`src/design/flash_prot_pkg.sv`:
```
// Shared constants and types for the flash access protection block
package flash_prot_pkg;
  // Register byte offsets
  localparam logic [3:0] CTRL_OFS = 4'h0;
  localparam logic [3:0] KEY_OFS = 4'h4;
  localparam logic [3:0] STAT_OFS = 4'h8;
  localparam logic [3:0] LOCK_OFS = 4'hC;
  // Field positions
  localparam int WE_BIT = 0;
  localparam int EE_BIT = 1;
  localparam int ST_FERR_BIT = 0;
  localparam int ST_DEAD_BIT = 1;
  localparam int ST_ARMED_BIT = 2;
  localparam int ST_PEND_BIT = 3;
  localparam int LK_ACT_LSB = 0;
  localparam int LK_STO_LSB = 8;
  // Reset values
  localparam logic CTRL_WE_RST = 1'b0;
  localparam logic CTRL_EE_RST = 1'b0;
  localparam logic [7:0] LOCK_ERASED = 8'hFF;
  // Unlock codes
  localparam logic [7:0] KEY_CODE1 = 8'hA5;
  localparam logic [7:0] KEY_CODE2 = 8'hF1;
  // Flash geometry
  localparam int PAGE_SHIFT = 9;
  localparam logic [15:0] LOCK_ADDR_RST = 16'h1DFF;

  typedef enum logic [1:0] {
    CPU_CREAD = 2'b00,
    CPU_XREAD = 2'b01,
    CPU_XWRITE = 2'b10,
    CPU_NOP = 2'b11
  } cpu_op_e;

  typedef enum logic [1:0] {
    DBG_READ = 2'b00,
    DBG_WRITE = 2'b01,
    DBG_PAGE_ERASE = 2'b10,
    DBG_DEV_ERASE = 2'b11
  } dbg_op_e;

  typedef enum logic [2:0] {
    FC_NONE = 3'b000,
    FC_READ = 3'b001,
    FC_WRITE = 3'b010,
    FC_PAGE_ERASE = 3'b011,
    FC_DEV_ERASE = 3'b100
  } flash_cmd_e;

  typedef enum logic [1:0] {
    KS_IDLE = 2'b00,
    KS_HALF = 2'b01,
    KS_ARMED = 2'b10,
    KS_DEAD = 2'b11
  } key_state_e;
endpackage

```
`src/design/flash_access_protection.sv`:
```
// Flash access protection checker with Wishbone control registers
// What this block does
// - Data reads go to external RAM only.
// - Writes need write enable; erase needs both.
// - Lock byte at last user byte sets security.
// - First inverse-of-lock-byte pages are locked.
// - Lock byte page locked when any bit clear.
// - Unlocked pages open to everyone.
// - Locked pages: debug refused, unlocked code resets.
// - No lock: lock page and byte open.
// - Locked: lock page refused to debug, unlocked code resets.
// - No lock: lock page erase debug only.
// - Locked: only debug device erase clears lock.
// - Lock byte changes refused or reset.
// - Reserved area access refused or reset.
// - Device erase clears every page.
// - Firmware violation resets, error flag set.
// - Debug violations dropped without reset.
// - Programmed lock byte fixed until device erase, or debug lock page erase while no lock is active.
// - New lock applies after next reset.
// - Write with erase enable erases page.
// - Two key codes enable one operation.
// - Bad key sequence disables until reset.
`timescale 1ns/100ps
`default_nettype none
module flash_access_protection import flash_prot_pkg::*; #(
  parameter int ADDR_W = 16,
  parameter logic [ADDR_W-1:0] LOCK_ADDR = ADDR_W'(LOCK_ADDR_RST)
) (
  input wire logic clk_i,
  input wire logic rst_i,
  input wire logic por_i,
  input wire logic wb_cyc_i,
  input wire logic wb_stb_i,
  input wire logic wb_we_i,
  input wire logic [3:0] wb_adr_i,
  input wire logic [3:0] wb_sel_i,
  input wire logic [31:0] wb_dat_i,
  output logic [31:0] wb_dat_o,
  output logic wb_ack_o,
  input wire logic cpu_req_i,
  input wire logic [1:0] cpu_op_i,
  input wire logic [ADDR_W-1:0] cpu_addr_i,
  input wire logic [ADDR_W-1:0] cpu_pc_i,
  input wire logic [7:0] cpu_wdata_i,
  input wire logic dbg_req_i,
  input wire logic [1:0] dbg_op_i,
  input wire logic [ADDR_W-1:0] dbg_addr_i,
  input wire logic [7:0] dbg_wdata_i,
  output logic dbg_ack_o,
  input wire logic [7:0] lock_byte_i,
  output logic flash_stb_o,
  output logic [2:0] flash_cmd_o,
  output logic [ADDR_W-1:0] flash_addr_o,
  output logic [7:0] flash_wdata_o,
  output logic xram_stb_o,
  output logic xram_we_o,
  output logic [ADDR_W-1:0] xram_addr_o,
  output logic [7:0] xram_wdata_o,
  output logic err_reset_o
);
  localparam logic [7:0] LOCK_PG = 8'(LOCK_ADDR >> PAGE_SHIFT);

  generate
    if (ADDR_W < PAGE_SHIFT + 1 || ADDR_W > 16) begin : g_bad_width
      $error("ADDR_W out of range");
    end
  endgenerate

  // Page index of an address
  function automatic logic [7:0] page_of(input logic [ADDR_W-1:0] a);
    page_of = 8'(a >> PAGE_SHIFT);
  endfunction

  // Locked test of an address against a lock byte
  function automatic logic pg_locked(input logic [ADDR_W-1:0] a, input logic [7:0] lk);
    logic [7:0] pg;
    pg = page_of(a);
    pg_locked = (pg < ~lk) || (pg == LOCK_PG && lk != LOCK_ERASED);
  endfunction

  // Addresses above the lock byte are reserved
  function automatic logic is_resv(input logic [ADDR_W-1:0] a);
    is_resv = (a > LOCK_ADDR);
  endfunction

  logic ctrl_we_r;
  logic ctrl_ee_r;
  logic [7:0] lock_active_r;
  logic [7:0] lock_stored_r;
  logic load_r;
  logic ferr_flag_r;
  logic err_pend_r;
  logic ack_r;
  logic [31:0] rdata_r;
  logic flash_stb_r;
  logic [2:0] flash_cmd_r;
  logic [ADDR_W-1:0] flash_addr_r;
  logic [7:0] flash_wdata_r;
  logic xram_stb_r;
  logic xram_we_r;
  logic [ADDR_W-1:0] xram_addr_r;
  logic [7:0] xram_wdata_r;
  logic err_r;
  logic key_armed;
  logic key_dead;

  // Register bus decode
  wire bus_hit = wb_cyc_i && wb_stb_i && !ack_r;
  wire bus_wr = bus_hit && wb_we_i && wb_sel_i[0];
  wire ctrl_wr = bus_wr && (wb_adr_i == CTRL_OFS);
  wire key_wr = bus_wr && (wb_adr_i == KEY_OFS);
  wire lock_pend = (lock_stored_r != lock_active_r);
  wire [31:0] rd_mux =
    (wb_adr_i == CTRL_OFS) ? {30'h0, ctrl_ee_r, ctrl_we_r} :
    (wb_adr_i == STAT_OFS) ? {28'h0, lock_pend, key_armed, key_dead, ferr_flag_r} :
    (wb_adr_i == LOCK_OFS) ? {16'h0, lock_stored_r, lock_active_r} :
    32'h0;

  // Firmware request classes
  wire cpu_on = cpu_req_i && !load_r;
  wire fw_xread = cpu_on && (cpu_op_i == CPU_XREAD);
  wire fw_xw = cpu_on && (cpu_op_i == CPU_XWRITE);
  wire fw_cread = cpu_on && (cpu_op_i == CPU_CREAD);
  wire fw_fwr = fw_xw && ctrl_we_r;
  wire fw_ers = fw_fwr && ctrl_ee_r;
  wire fw_xram = fw_xread || (fw_xw && !ctrl_we_r);
  wire fw_keyfail = fw_fwr && !key_armed;
  wire fw_try = fw_cread || (fw_fwr && key_armed);
  wire any_locked = (lock_active_r != LOCK_ERASED);
  wire lb_set = (lock_stored_r != LOCK_ERASED);
  wire caller_lk = pg_locked(cpu_pc_i, lock_active_r);
  wire fw_lkpg = (page_of(cpu_addr_i) == LOCK_PG);
  wire fw_lbchg = fw_fwr && !ctrl_ee_r && (cpu_addr_i == LOCK_ADDR) && lb_set;
  wire fw_viol = is_resv(cpu_addr_i)
    || (pg_locked(cpu_addr_i, lock_active_r) && !caller_lk)
    || (fw_ers && fw_lkpg)
    || fw_lbchg;
  wire fw_bad = fw_try && fw_viol;
  wire fw_ok = fw_try && !fw_viol;

  // Debug requests, firmware has priority
  wire dbg_take = dbg_req_i && !cpu_req_i && !load_r;
  wire dbg_dev = (dbg_op_i == DBG_DEV_ERASE);
  wire dbg_ers = (dbg_op_i == DBG_PAGE_ERASE);
  wire dbg_wr = (dbg_op_i == DBG_WRITE);
  wire dbg_lkpg = (page_of(dbg_addr_i) == LOCK_PG);
  wire dbg_viol = !dbg_dev && (is_resv(dbg_addr_i)
    || pg_locked(dbg_addr_i, lock_active_r)
    || (dbg_ers && dbg_lkpg && any_locked)
    || (dbg_wr && dbg_addr_i == LOCK_ADDR && lb_set));
  wire dbg_ok = dbg_take && !dbg_viol;

  wire [2:0] fw_cmd = fw_cread ? FC_READ : (fw_ers ? FC_PAGE_ERASE : FC_WRITE);
  wire [2:0] dbg_cmd = dbg_dev ? FC_DEV_ERASE : dbg_ers ? FC_PAGE_ERASE :
    dbg_wr ? FC_WRITE : FC_READ;
  wire go_cmd_ers = fw_ok ? (fw_cmd == FC_PAGE_ERASE) : (dbg_ok && dbg_cmd != FC_READ
    && dbg_cmd != FC_WRITE);
  wire [ADDR_W-1:0] go_addr = fw_ok ? cpu_addr_i : dbg_addr_i;
  wire go_lkpg = (page_of(go_addr) == LOCK_PG);
  wire go_lbwr = (fw_ok && fw_cmd == FC_WRITE && cpu_addr_i == LOCK_ADDR)
    || (dbg_ok && dbg_wr && dbg_addr_i == LOCK_ADDR);
  wire [7:0] go_wdata = fw_ok ? cpu_wdata_i : dbg_wdata_i;
  wire dev_ers = dbg_ok && dbg_dev;

  flash_key_seq u_key (
    .clk_i(clk_i),
    .rst_i(rst_i),
    .key_wr_i(key_wr),
    .key_data_i(wb_dat_i[7:0]),
    .use_i(fw_fwr),
    .armed_o(key_armed),
    .dead_o(key_dead)
  );

  // Bus slave and control register
  always_ff @(posedge clk_i) begin
    if (rst_i) begin
      ack_r <= 1'b0;
      rdata_r <= 32'h0;
      ctrl_we_r <= CTRL_WE_RST;
      ctrl_ee_r <= CTRL_EE_RST;
    end else begin
      ack_r <= bus_hit;
      rdata_r <= bus_hit ? rd_mux : 32'h0;
      if (ctrl_wr) begin
        ctrl_we_r <= wb_dat_i[WE_BIT];
        ctrl_ee_r <= wb_dat_i[EE_BIT];
      end
    end
  end

  // Lock state: active copy only moves at reset or device erase
  always_ff @(posedge clk_i) begin
    if (rst_i) begin
      load_r <= 1'b1;
      lock_active_r <= LOCK_ERASED;
      lock_stored_r <= LOCK_ERASED;
    end else if (load_r) begin
      load_r <= 1'b0;
      lock_active_r <= lock_byte_i;
      lock_stored_r <= lock_byte_i;
    end else if (dev_ers) begin
      lock_active_r <= LOCK_ERASED;
      lock_stored_r <= LOCK_ERASED;
    end else if (go_cmd_ers && go_lkpg) begin
      lock_stored_r <= LOCK_ERASED;
    end else if (go_lbwr) begin
      lock_stored_r <= lock_stored_r & go_wdata;
    end
  end

  // Error flag survives the reset it causes
  always_ff @(posedge clk_i) begin
    if (por_i) begin
      ferr_flag_r <= 1'b0;
      err_pend_r <= 1'b0;
    end else if (rst_i) begin
      ferr_flag_r <= err_pend_r;
    end else if (load_r) begin
      err_pend_r <= 1'b0;
    end else if (fw_bad) begin
      err_pend_r <= 1'b1;
    end
  end

  // Request outputs
  always_ff @(posedge clk_i) begin
    if (rst_i) begin
      flash_stb_r <= 1'b0;
      flash_cmd_r <= FC_NONE;
      flash_addr_r <= '0;
      flash_wdata_r <= 8'h00;
      xram_stb_r <= 1'b0;
      xram_we_r <= 1'b0;
      xram_addr_r <= '0;
      xram_wdata_r <= 8'h00;
      err_r <= 1'b0;
    end else begin
      flash_stb_r <= fw_ok || dbg_ok;
      flash_cmd_r <= fw_ok ? fw_cmd : (dbg_ok ? dbg_cmd : FC_NONE);
      flash_addr_r <= go_addr;
      flash_wdata_r <= go_wdata;
      xram_stb_r <= fw_xram;
      xram_we_r <= fw_xw;
      xram_addr_r <= cpu_addr_i;
      xram_wdata_r <= cpu_wdata_i;
      err_r <= fw_bad;
    end
  end

  assign wb_ack_o = ack_r;
  assign wb_dat_o = rdata_r;
  assign dbg_ack_o = dbg_take;
  assign flash_stb_o = flash_stb_r;
  assign flash_cmd_o = flash_cmd_r;
  assign flash_addr_o = flash_addr_r;
  assign flash_wdata_o = flash_wdata_r;
  assign xram_stb_o = xram_stb_r;
  assign xram_we_o = xram_we_r;
  assign xram_addr_o = xram_addr_r;
  assign xram_wdata_o = xram_wdata_r;
  assign err_reset_o = err_r;
endmodule
`default_nettype wire

```
`src/design/flash_key_seq.sv`:
```
// Unlock code sequencer gating one flash write or erase
`timescale 1ns/100ps
`default_nettype none
module flash_key_seq import flash_prot_pkg::*; (
  input wire logic clk_i,
  input wire logic rst_i,
  input wire logic key_wr_i,
  input wire logic [7:0] key_data_i,
  input wire logic use_i,
  output logic armed_o,
  output logic dead_o
);
  key_state_e state_r;
  key_state_e state_nxt;

  always_comb begin
    state_nxt = state_r;
    unique case (state_r)
      KS_IDLE: begin
        if (use_i) begin
          state_nxt = KS_DEAD;
        end else if (key_wr_i) begin
          state_nxt = (key_data_i == KEY_CODE1) ? KS_HALF : KS_DEAD;
        end
      end
      KS_HALF: begin
        if (use_i) begin
          state_nxt = KS_DEAD;
        end else if (key_wr_i) begin
          state_nxt = (key_data_i == KEY_CODE2) ? KS_ARMED : KS_DEAD;
        end
      end
      KS_ARMED: begin
        if (use_i) begin
          state_nxt = KS_IDLE;
        end else if (key_wr_i) begin
          state_nxt = KS_DEAD;
        end
      end
      KS_DEAD: state_nxt = KS_DEAD;
    endcase
  end

  always_ff @(posedge clk_i) begin
    if (rst_i) begin
      state_r <= KS_IDLE;
    end else begin
      state_r <= state_nxt;
    end
  end

  assign armed_o = (state_r == KS_ARMED);
  assign dead_o = (state_r == KS_DEAD);
endmodule
`default_nettype wire

```
`config.mk`:
```
export PLATFORM = sky130hd
export DESIGN_NAME = flash_access_protection
export DESIGN_NICKNAME = d
export VERILOG_FILES = /design/src/design/flash_prot_pkg.sv /design/src/design/flash_access_protection.sv /design/src/design/flash_key_seq.sv
export SDC_FILE = /design/constraint.sdc
export NUM_CORES = 1
export LEC_CHECK = 0
export BUFFER_PORTS_ARGS = -buffer_cell sky130_fd_sc_hd__buf_2
export CAP_MARGIN = 0
export CORE_MARGIN = 2
export CORE_UTILIZATION = 45
export CTS_BUF_LIST = sky130_fd_sc_hd__clkbuf_16
export DETAILED_ROUTE_END_ITERATION = 7
export GPL_TIMING_DRIVEN = 0
export MAX_ROUTING_LAYER = met4
export PLACE_DENSITY = 0.79
export SLEW_MARGIN = 15
export SYNTH_ARGS = -nofsm -noshare
export SYNTH_HDL_FRONTEND = slang
export SYNTH_SLANG_ARGS = --single-unit
```
`constraint.sdc`:
```
create_clock -name clk_i -period 4.3 [get_ports clk_i]
set_input_delay 0.43 -clock clk_i [delete_from_list [all_inputs] [get_ports clk_i]]
set_output_delay 0.43 -clock clk_i [all_outputs]
set_load 0.05 [all_outputs]
```
Yosys cells after proc, flatten, opt, wreduce, memory -nomap -nowiden
Index checks and enable logic that the tools add are counted.

cells by class
  bitwise operators = 5
  multiplexer cells = 31
  reduce and logical (&&, ||, !) cells = 74
  magnitude comparators = 5
  equality and inequality tests = 29

operators with widths
  cell                  count
  $mux 8                7
  $logic_and 1x1->1     40
  $eq 16x13->1 const B  2
  $gt 16x13->1 const B  2
  $eq 7x4->1 const B    4
  $lt 7x8->1            3
  $mux 2                11
  $eq 8x8->1 const B    2
  $mux 16               1
  $ne 8x8->1 const B    2
  $eq 2x2->1 const B    7
  $logic_or 1x1->1      13
  $logic_not 1->1       9
  $mux 3                3
  $and 8x8->8           1
  $eq 4x4->1 const B    2
  $mux 4                2
  $ne 8x8->1            1
  $not 8->8             1
  $pmux 2 s4            1
  $eq 2x1->1 const B    3
  $mux 1                6
  $ne 3x1->1 const B    2
  $ne 3x3->1 const B    2
  13 further kinds      17

word-level totals
  flip-flop bits (word level) = 111
  word-level logic and storage cells = 166
  output and inout bits = 89
  input bits = 124

Logic depth before layout (Yosys ltp)
Gate-level depths: netlist of the first run.

  word-level depth = 17
  gate-level depth with buffers = 10
  mapped depth without buffers = 10

Cells and area by module
From an unflattened synthesis of the first run, not the netlist that was laid out.

unflattened totals
  cell total of the unflattened synthesis = 464
  area total of the unflattened synthesis = 4,251.6 um2

by module, submodules not included
  module                   times used  seq. area each (um2)  area each (um2)  cells an instance
  flash_access_protection  1           1,861.8               4,080.2          442
  flash_key_seq            1           40.0                  171.4            22

Worst setup path before layout of the first run
Ideal clock, no wire load.

  path kind = input to register
  start = input cpu_pc_i[14]
  end = register lock_stored_r[2]
  stages on the path = 9
  slack = 1.748 ns
  buffers on the path = 0
  setup time = 0.141 ns
  arrival time = 2.411 ns
  data required time = 4.159 ns
  path through = ha_1 -> a211oi_1 -> o22ai_1 -> o22a_1 -> a21o_1 -> nor3_4 -> mux2_1 -> a211oi_1 -> o221ai_1

between the ends
  longest elaborated chain between the ends = 16
  elaborated cells on any way between the ends = 25
  classes of those cells = 1 x order compare; 2 x eq/ne; 7 x mux; 1 x bitwise; 14 x reduce/logical

RTL lines
  what                                                                line                                                            RTL
  start: declaration                                                  flash_access_protection.sv:44                                   input wire logic [ADDR_W-1:0] cpu_pc_i,
  parallel branches: the longest is 2 deep, another holds $lt 7x8->1  -
  $logic_or 1x1->1 (*)                                                flash_access_protection.sv:79                                   pg_locked = (pg < ~lk) || (pg == LOCK_PG && lk != LOCK_ERASED);
  $logic_not 1->1 (*)                                                 flash_access_protection.sv:136                                  || (pg_locked(cpu_addr_i, lock_active_r) && !caller_lk)
  $logic_and 1x1->1 (*)                                               flash_access_protection.sv:136
  $logic_or 1x1->1 (*)                                                flash_access_protection.sv:136
  $logic_or 1x1->1 (*)                                                flash_access_protection.sv:137                                  || (fw_ers && fw_lkpg)
  $logic_or 1x1->1 (*)                                                flash_access_protection.sv:138                                  || fw_lbchg;
  $logic_not 1->1 (*)                                                 flash_access_protection.sv:140                                  wire fw_ok = fw_try && !fw_viol;
  $logic_and 1x1->1 (*)                                               flash_access_protection.sv:140
  $mux 16 or $mux 8 (tied branches)                                   flash_access_protection.sv:159, flash_access_protection.sv:163
  $eq 7x4->1 or $and 8x8->8 (tied branches)                           flash_access_protection.sv:160, flash_access_protection.sv:209
  $logic_and 1x1->1 or $mux 8 (tied branches)                         flash_access_protection.sv:206, flash_access_protection.sv:208
  $mux 8                                                              flash_access_protection.sv:206                                  end else if (go_cmd_ers && go_lkpg) begin
  $mux 8                                                              flash_access_protection.sv:203                                  end else if (dev_ers) begin
  $mux 8                                                              flash_access_protection.sv:199                                  end else if (load_r) begin
  end signal: assignment                                              flash_access_protection.sv:202                                  lock_stored_r <= lock_byte_i;
  end signal: assignment                                              flash_access_protection.sv:209                                  lock_stored_r <= lock_stored_r & go_wdata;
  end: declaration                                                    flash_access_protection.sv:90                                   logic [7:0] lock_stored_r;

Every way passes the cells marked *. The select of a mux whose other input is x is not followed.
A chain may end at the register's enable or synchronous reset.

Worst setup path after layout of the first run
  start = register lock_active_r[5]
  end = register lock_stored_r[1]

between the ends
  longest elaborated chain between the ends = 16
  elaborated cells on any way between the ends = 44
  classes of those cells = 3 x order compare; 2 x eq/ne; 7 x mux; 2 x bitwise; 30 x reduce/logical

RTL lines
  what                                                   line                                                            RTL
  start: declaration                                     flash_access_protection.sv:89                                   logic [7:0] lock_active_r;
  start signal: assignment                               flash_access_protection.sv:201                                  lock_active_r <= lock_byte_i;
  $not 8->8 or $ne 8x8->1 (tied branches)                flash_access_protection.sv:79, flash_access_protection.sv:130
  $lt 7x8->1 or $logic_and 1x1->1 (tied branches)        flash_access_protection.sv:79
  $logic_or 1x1->1                                       flash_access_protection.sv:79
  $logic_not 1->1 or $logic_or 1x1->1 (tied branches)    flash_access_protection.sv:136, flash_access_protection.sv:149
  $logic_and 1x1->1 or $logic_or 1x1->1 (tied branches)  flash_access_protection.sv:136, flash_access_protection.sv:150
  $logic_or 1x1->1 (on tied branches)                    flash_access_protection.sv:136, flash_access_protection.sv:151
  $logic_or 1x1->1 or $logic_and 1x1->1 (tied branches)  flash_access_protection.sv:137, flash_access_protection.sv:148
  $logic_or 1x1->1 or $logic_not 1->1 (tied branches)    flash_access_protection.sv:138, flash_access_protection.sv:152
  $logic_not 1->1 or $logic_and 1x1->1 (tied branches)   flash_access_protection.sv:140, flash_access_protection.sv:152
  $logic_and 1x1->1 (on tied branches)                   flash_access_protection.sv:140, flash_access_protection.sv:157
  $mux 16, or another cell as far along                  flash_access_protection.sv:159                                  wire [ADDR_W-1:0] go_addr = fw_ok ? cpu_addr_i : dbg_addr_i;
  $eq 7x4->1, or another cell as far along               flash_access_protection.sv:160                                  wire go_lkpg = (page_of(go_addr) == LOCK_PG);
  $logic_and 1x1->1 or $mux 8 (tied branches)            flash_access_protection.sv:206, flash_access_protection.sv:208
  $mux 8                                                 flash_access_protection.sv:206
  $mux 8                                                 flash_access_protection.sv:203
  $mux 8                                                 flash_access_protection.sv:199

Several ways; a longest one is shown, not always the timed one. The select of a mux whose other input is x is not followed.

==> results of run 1 <==
-- placed cells by master (no fill, tap or decap), types with 5 or more instances in the layout --
cell type and count:
nand4_1 13, conb_1 16, ha_1 22, clkbuf_16 9, inv_1 9, nor3_1 10, clkbuf_1 10, and2_1 17
buf_2 161, nor2b_1 28, buf_4 18, xor2_1 8, a211oi_1 7, o22a_1 6, nor2_1 38, a21oi_1 16
and3_1 5, nand2_1 22, nand3_1 6, mux2i_1 27, o21ai_0 7, a21boi_1 5, nor4_1 5, dfxtp_1 95
-- registers in the layout, summed over array words and instances (netlist names) --
name           count
load_r             1
flash_addr_o      16
lock_stored_r      8
err_reset_o        1
flash_stb_o        1
xram_we_o          1
wb_dat_o          16
flash_cmd_o        3
lock_active_r      8
wb_ack_o           1
ctrl_we_r          1
err_pend_r         1
u_key.state_r      2
xram_wdata_o       8
ferr_flag_r        1
xram_addr_o       16
ctrl_ee_r          1
flash_wdata_o      8
xram_stb_o         1
-- worst max-delay path by stage --
stage	from	end	slack (ps)	depth (start not counted)
finish	lock_active_r[5]	lock_stored_r[1]	1200	10
global route	lock_active_r[5]	lock_stored_r[1]	1030	10
CTS	lock_active_r[5]	lock_stored_r[1]	1170	10
detailed placement	lock_active_r[5]	lock_stored_r[1]	1200	10
global placement	lock_active_r[5]	lock_stored_r[1]	1180	10
floorplan	cpu_pc_i[14]	lock_stored_r[2]	1750	9
-- cell families after synthesis --
family,Yosys count
fa+ha+maj,22
compound gates,64
simple gates,174
mux,31
xor+xnor,8
flops,95
other cells,1
buf+inv,42
-- stage by stage --
stage / std cells / instance area (sq um) / total power (W) / hold slack (ps)
after detailed placement: 722 / 5220 / 0.001337 / 488.3
after global routing: 737 / 5539 / 0.002242 / 258.7
after CTS: 737 / 5539 / 0.002176 / 251.5
final: 737 / 5539 / 0.002166 / 264.0
after floorplan: 452 / 4285 / 0.001212 / 456.1
after global placement: 722 / 5220 / 0.001327 / 475.5
-- power by group --
group | leakage [nW] | internal, W | total [W] | switching, W
Clock | 0.152 | 0.000510 | 0.000846 | 0.000336
Sequential | 0.783 | 0.000917 | 0.000941 | 0.0000245
Combinational | 1.65 | 0.000125 | 0.000379 | 0.000254
-- layer usage --
metal,vias to the layer above,share of wire (%)
li1,1892,-
met5,-,0
met2,156,48
met4,0,1.4
met1,1782,44
met3,19,6.5
-- area by class of cell --
type | instances | share of cell area, %
timing repair buffer | 159 | 14.37
multi-input combinational | 315 | 38.92
inverter | 10 | 0.6777
clock buffer | 9 | 4.066
clock inverter | 6 | 1.694
buffer | 32 | 3.433
tap | 111 | 2.507
sequential | 95 | 34.33
-- critical path, delay by kind of cell, from the launching register on --
kind                     cells  cell delay (ps)
AO/OA/AOI/OAI                6             1040
AND/OR/NAND/NOR              1              370
adder cells (fa/ha/maj)      1              320
multiplexers                 1              380
flip-flops                   1              550
buffers and inverters        1              310
-- Yosys cell counts, types with 2 or more instances --
library cell,count
nand4_1,13
buf_1,2
clkbuf_1,10
or4_1,2
nand3_1,6
o22a_1,6
mux2_1,3
xor2_1,8
nor4b_1,3
and4_1,2
nor2b_1,28
inv_1,9
nand2_1,22
buf_4,18
nand2b_1,3
nor3_1,10
o31ai_1,3
and3_1,5
dfxtp_1,95
o221ai_1,3
and2_1,17
nor3b_1,2
ha_1,22
or3_1,3
o22ai_1,3
or3b_1,2
mux2i_1,27
nor2_1,38
o211ai_1,3
o21ai_0,7
a211oi_1,7
nor4_1,5
nand3b_1,3
or2_2,3
buf_2,2
a21oi_1,16
a21boi_1,5
==> impl_metrics.env, run 1 <==
export IMPL_status="complete, no violations"
export IMPL_finalCriticalPeriod_ps=3095
export IMPL_r2r_start="lock_active_r[5]"
export IMPL_grt_pass1_wl_um=18450
export IMPL_start_util_pct=45.99
export IMPL_core_sq_um=9196
export IMPL_async_reset_ff_share_pct=0
export IMPL_vias_per_cell=5.223
export IMPL_p_leak_nw=2.585
export IMPL_met3_usage_pct=5.062
export IMPL_htree_levels=3
export IMPL_cp_required_ps=4540
export IMPL_dieArea_sq_um=10190
export IMPL_report_final_slew_viol_count=0
export IMPL_wire_per_inst_um=16.44
export IMPL_cts_buffers=9
export IMPL_grt_ovfl_total=0
export IMPL_ys_seq_elements=95
export IMPL_yosys_warnings=0
export IMPL_grt_busiest_layer="met2"
export IMPL_worst_pin_slew_ps=591.1
export IMPL_cts_repair_resized=0
export IMPL_ios=213
export IMPL_synth_fa_ha_area_share_pct=6.509
export IMPL_end_kind="flop"
export IMPL_cpMaxStageDelayCell="dfxtp_1"
export IMPL_die_h_um=100.9
export IMPL_n_fill_cell=807
export IMPL_fin_ws_ps=1205
export IMPL_hold_depth=2
export IMPL_clkSlewWorstSetupHoldPaths_ps=70
export IMPL_fin_skew_ps=10.37
export IMPL_power_density_nw_per_um2=391.1
export IMPL_rows=35
export IMPL_use_met1_pct=28.67
export IMPL_yosys_area_share_simple_pct=23.05
export IMPL_clock_sinks=95
export IMPL_synth_compound_area_share_pct=10.89
export IMPL_cp_start_kind="flop"
export IMPL_worstSetupPathType="flop to flop"
export IMPL_vias=3849
export IMPL_area_growth_pct=30.98
export IMPL_path_cells="ha_1 -> a211oi_1 -> o22ai_1 -> o22a_1 -> a21o_1 -> nor3_4 -> buf_4 -> mux2i_1 -> a21boi_1 -> o22a_1"
export IMPL_first_iter_violations=167
export IMPL_finalHoldViolCount=0
export IMPL_synthMuxAreaShare_pct=7.456
export IMPL_clock_fmax_mhz=323.1
export IMPL_yosysSeqAreaShare_pct=44.97
export IMPL_crit_top_cell="o22a_1"
export IMPL_r2r_end="lock_stored_r[1]"
export IMPL_numPortBuffers=159
export IMPL_use_met2_pct=42.00
export IMPL_grt_max_degree=17
export IMPL_hp_class="input pin to flop"
export IMPL_nets=768
export IMPL_drt_pass1_iterations=4
export IMPL_place_ws_ps=1196
export IMPL_r2r_cells=10
export IMPL_die_width_um=100.9
export IMPL_layout_drive_gt1_share_pct=32.91
export IMPL_grt_pass1_vias=3744
export IMPL_synthFlopType="dfxtp_1"
export IMPL_setup_tns_ps=0
export IMPL_rrSetupSlack_ps=1200
export IMPL_dp_hpwl_um=9661
export IMPL_synth_largest_area_cell="dfxtp_1"
export IMPL_fin_crit_sh_pct=71.99
export IMPL_synth_edff_count=0
export IMPL_ant_nets=0
export IMPL_netlist_area_sq_um=4229
export IMPL_clockBufferDepth=2
export IMPL_drc_errors=0
export IMPL_setup_violations=0
export IMPL_cpPeakStageDelay_ps=550
export IMPL_yosys_area_top_type_share_pct=44.97
export IMPL_antenna_found_initial=0
export IMPL_wirelength_um=12120
export IMPL_antenna_cells_inserted=0
export IMPL_rsz0062_at_grt="false"
export IMPL_cts_tree="done"
export IMPL_yosysUniqueCellTypes=58
export IMPL_grtUsageTotal_pct=24.24
export IMPL_worst_path_max_fanout=10
export IMPL_max_cap_violations=0
export IMPL_clock_latency_ps=340
export IMPL_timing_slew_headroom_pct=60.60
export IMPL_multi_input_area_sq_um=2156
export IMPL_root_buffer="clkbuf_16"
export IMPL_synthXorXnorAreaFrac_pct=1.657
export IMPL_routabilityCongestion=0.8958
export IMPL_synth_top_family_by_area="simple AND/OR/NAND/NOR gates"
export IMPL_post_route_util_pct=60.23
export IMPL_seqCellArea_sq_um=1902
export IMPL_irDropWorstVdd_mv=0.1850
export IMPL_post_cts_buffers=0
export IMPL_synth_cells=437
export IMPL_worstHoldStart="por_i"
export IMPL_netlist_top_cells_area="dfxtp_1 (45%), ha_1 (6.5%), mux2i_1 (6.4%)"
export IMPL_min_to="ferr_flag_r"
export IMPL_holdBufCountCts=0
export IMPL_cp_data_arrival_time_ps=3330
export IMPL_avgSynthCellArea_sq_um=9.677
Power figures use the tool's default switching activity.
==> run 2, diff against run 1 <==
Settings changed: CORE_UTILIZATION 45 to 41, PLACE_DENSITY 0.79 to 0.76.
Clock period 4.3 ns to 2.7 ns, I/O delays scaled along.
==> run 2 against run 1 <==
Against the previous run:
- die area grew 9.4%
- sequential power grew 59%
- final cell count up 4.5%
- flip-flop and latch count is the same
- clock skew decreased by 1.9 ps
- non-clock buffer count up 7
- via count up 2.4%
- clock power rose by 48%
- clock-buffer cell count did not move
- final area increased by 2.6%
- utilization down 4.5 points
- maximum frequency grew 19%
- largest power group unchanged
==> impl_metrics.env, run 2 (synthesis results as in run 1) <==
export IMPL_worst_pin_slew_ps=619.2
export IMPL_rows=37
export IMPL_cpMaxStageDelayCell="or4_4"
export IMPL_die_h_um=105.6
export IMPL_first_iter_violations=193
export IMPL_clock_fmax_mhz=383.8
export IMPL_ios=213
export IMPL_dieArea_sq_um=11140
export IMPL_rrSetupSlack_ps=90
export IMPL_clkSlewWorstSetupHoldPaths_ps=60
export IMPL_seqCellArea_sq_um=1924
export IMPL_antenna_cells_inserted=0
export IMPL_area_growth_pct=34.32
export IMPL_hp_class="input pin to flop"
export IMPL_worst_path_max_fanout=7
export IMPL_fin_ws_ps=94.79
export IMPL_r2r_start="lock_active_r[6]"
export IMPL_die_width_um=105.6
export IMPL_timing_slew_headroom_pct=58.72
export IMPL_routabilityCongestion=0.9725
export IMPL_cts_tree="done"
export IMPL_cp_start_kind="flop"
export IMPL_layout_drive_gt1_share_pct=36.28
export IMPL_clock_latency_ps=350
export IMPL_ant_nets=0
export IMPL_p_leak_nw=2.635
export IMPL_fin_crit_sh_pct=96.49
export IMPL_dpl_instance_area_sq_um=5251
export IMPL_r2r_cells=9
export IMPL_fin_skew_ps=8.426
export IMPL_grtUsageTotal_pct=23.04
export IMPL_final_common_cell="buf_2"
export IMPL_numPortBuffers=159
export IMPL_vias_per_cell=5.117
export IMPL_drt_pass1_iterations=4
export IMPL_grt_pass1_vias=3870
export IMPL_finalHoldViolCount=0
export IMPL_holdBufCountCts=0
export IMPL_setup_violations=0
export IMPL_post_route_util_pct=55.77
export IMPL_n_fill_cell=931
export IMPL_antenna_found_initial=0
export IMPL_final_cell_mix="buf_2 (161), dfxtp_1 (89), nor2_1 (38)"
export IMPL_grt_ovfl_total=0
export IMPL_clock_sinks=95
export IMPL_finalCriticalPeriod_ps=2605
export IMPL_wire_per_inst_um=16.44
export IMPL_htree_levels=3
export IMPL_max_cap_violations=0
export IMPL_wirelength_um=12660
export IMPL_multi_input_area_sq_um=2213
export IMPL_grt_pass1_wl_um=19250
export IMPL_status="complete, no violations"
export IMPL_cp_required_ps=2930
export IMPL_cp_data_arrival_time_ps=2840
export IMPL_min_to="load_r"
export IMPL_setup_tns_ps=0
export IMPL_power_total_w=0.003361
export IMPL_irDropWorstVdd_mv=0.2964
export IMPL_cts_buffers=9
export IMPL_power_density_nw_per_um2=591.6
export IMPL_worstSetupPathType="flop to flop"
export IMPL_grt_max_degree=16
export IMPL_place_ws_ps=-496.2
export IMPL_hold_depth=1
export IMPL_core_sq_um=10180
export IMPL_report_final_slew_viol_count=0
export IMPL_path_cells="ha_1 -> o21ai_0 -> o22ai_1 -> o22a_1 -> a21o_1 -> o31ai_2 -> a2bb2oi_2 -> or4_4 -> o22a_1"
export IMPL_cpPeakStageDelay_ps=480
export IMPL_clockBufferDepth=2
export IMPL_stdcell_area_sq_um=5680
export IMPL_nets=775
export IMPL_drc_errors=0
export IMPL_start_util_pct=41.52
export IMPL_r2r_end="lock_stored_r[0]"
export IMPL_vias=3940
export IMPL_dp_hpwl_um=9780
export IMPL_worstHoldStart="rst_i"
export IMPL_crit_top_cell="o22a_1"
export IMPL_root_buffer="clkbuf_16"
export IMPL_end_kind="flop"
run 2: routing by layer:
metal | wire length (um) | track usage (%)
met1 | 5461 | 27.39
met2 | 6048 | 37.70
met3 | 810 | 5.504
met4 | 337 | 9.211
met5 | 0 | -
run 2: where the power goes:
group          internal (W)  switching [W]  leakage [nW]
clock              0.000711       0.000534         0.144
combinational      0.000205       0.000408          1.71
sequential          0.00146      0.0000427         0.784
total               0.00237       0.000986          2.63
run 2: worst max path at each step:
stage	from	to	slack (ps)	depth (start not counted)
after floorplan	lock_active_r[5]	lock_stored_r[2]	200	9
after global placement	lock_active_r[5]	lock_stored_r[4]	-410	10
after detailed placement	lock_active_r[5]	lock_stored_r[4]	-500	10
after CTS	lock_active_r[5]	lock_stored_r[3]	4	10
after global routing	lock_active_r[5]	lock_stored_r[3]	-2	9
final	lock_active_r[6]	lock_stored_r[0]	90	9
run 2: what timing repair did:
action	in CTS	in global routing
pin swaps	2	4
resized for setup	13	11
gates cloned	0	0
endpoints found under the setup margin	32	17
buffers inserted	7	1
run 2: final cells by class:
type	count	area share (%)
clock inverter	7	1.123
sequential	95	33.88
tap	136	2.996
clock buffer	9	3.965
inverter	10	0.6608
timing repair buffer	167	15.13
buffer	31	3.282
multi-input combinational	315	38.96
run 2: worst max-delay path, delay by kind of cell, from the launching register on:
| kind | cells | cell delay [ps] |
|---|---|---|
| adders and majority gates | 1 | 300 |
| AOI/OAI and AO/OA | 7 | 1320 |
| DFF | 1 | 390 |
| and+or+nand+nor | 1 | 480 |
run 2: metrics by stage:
stage	hold WS (ps)	instances
final	99.91	770
after global routing	88.42	770
after CTS	89.22	770
after detailed placement	447.7	747
after global placement	451.6	747
after floorplan	297.7	452
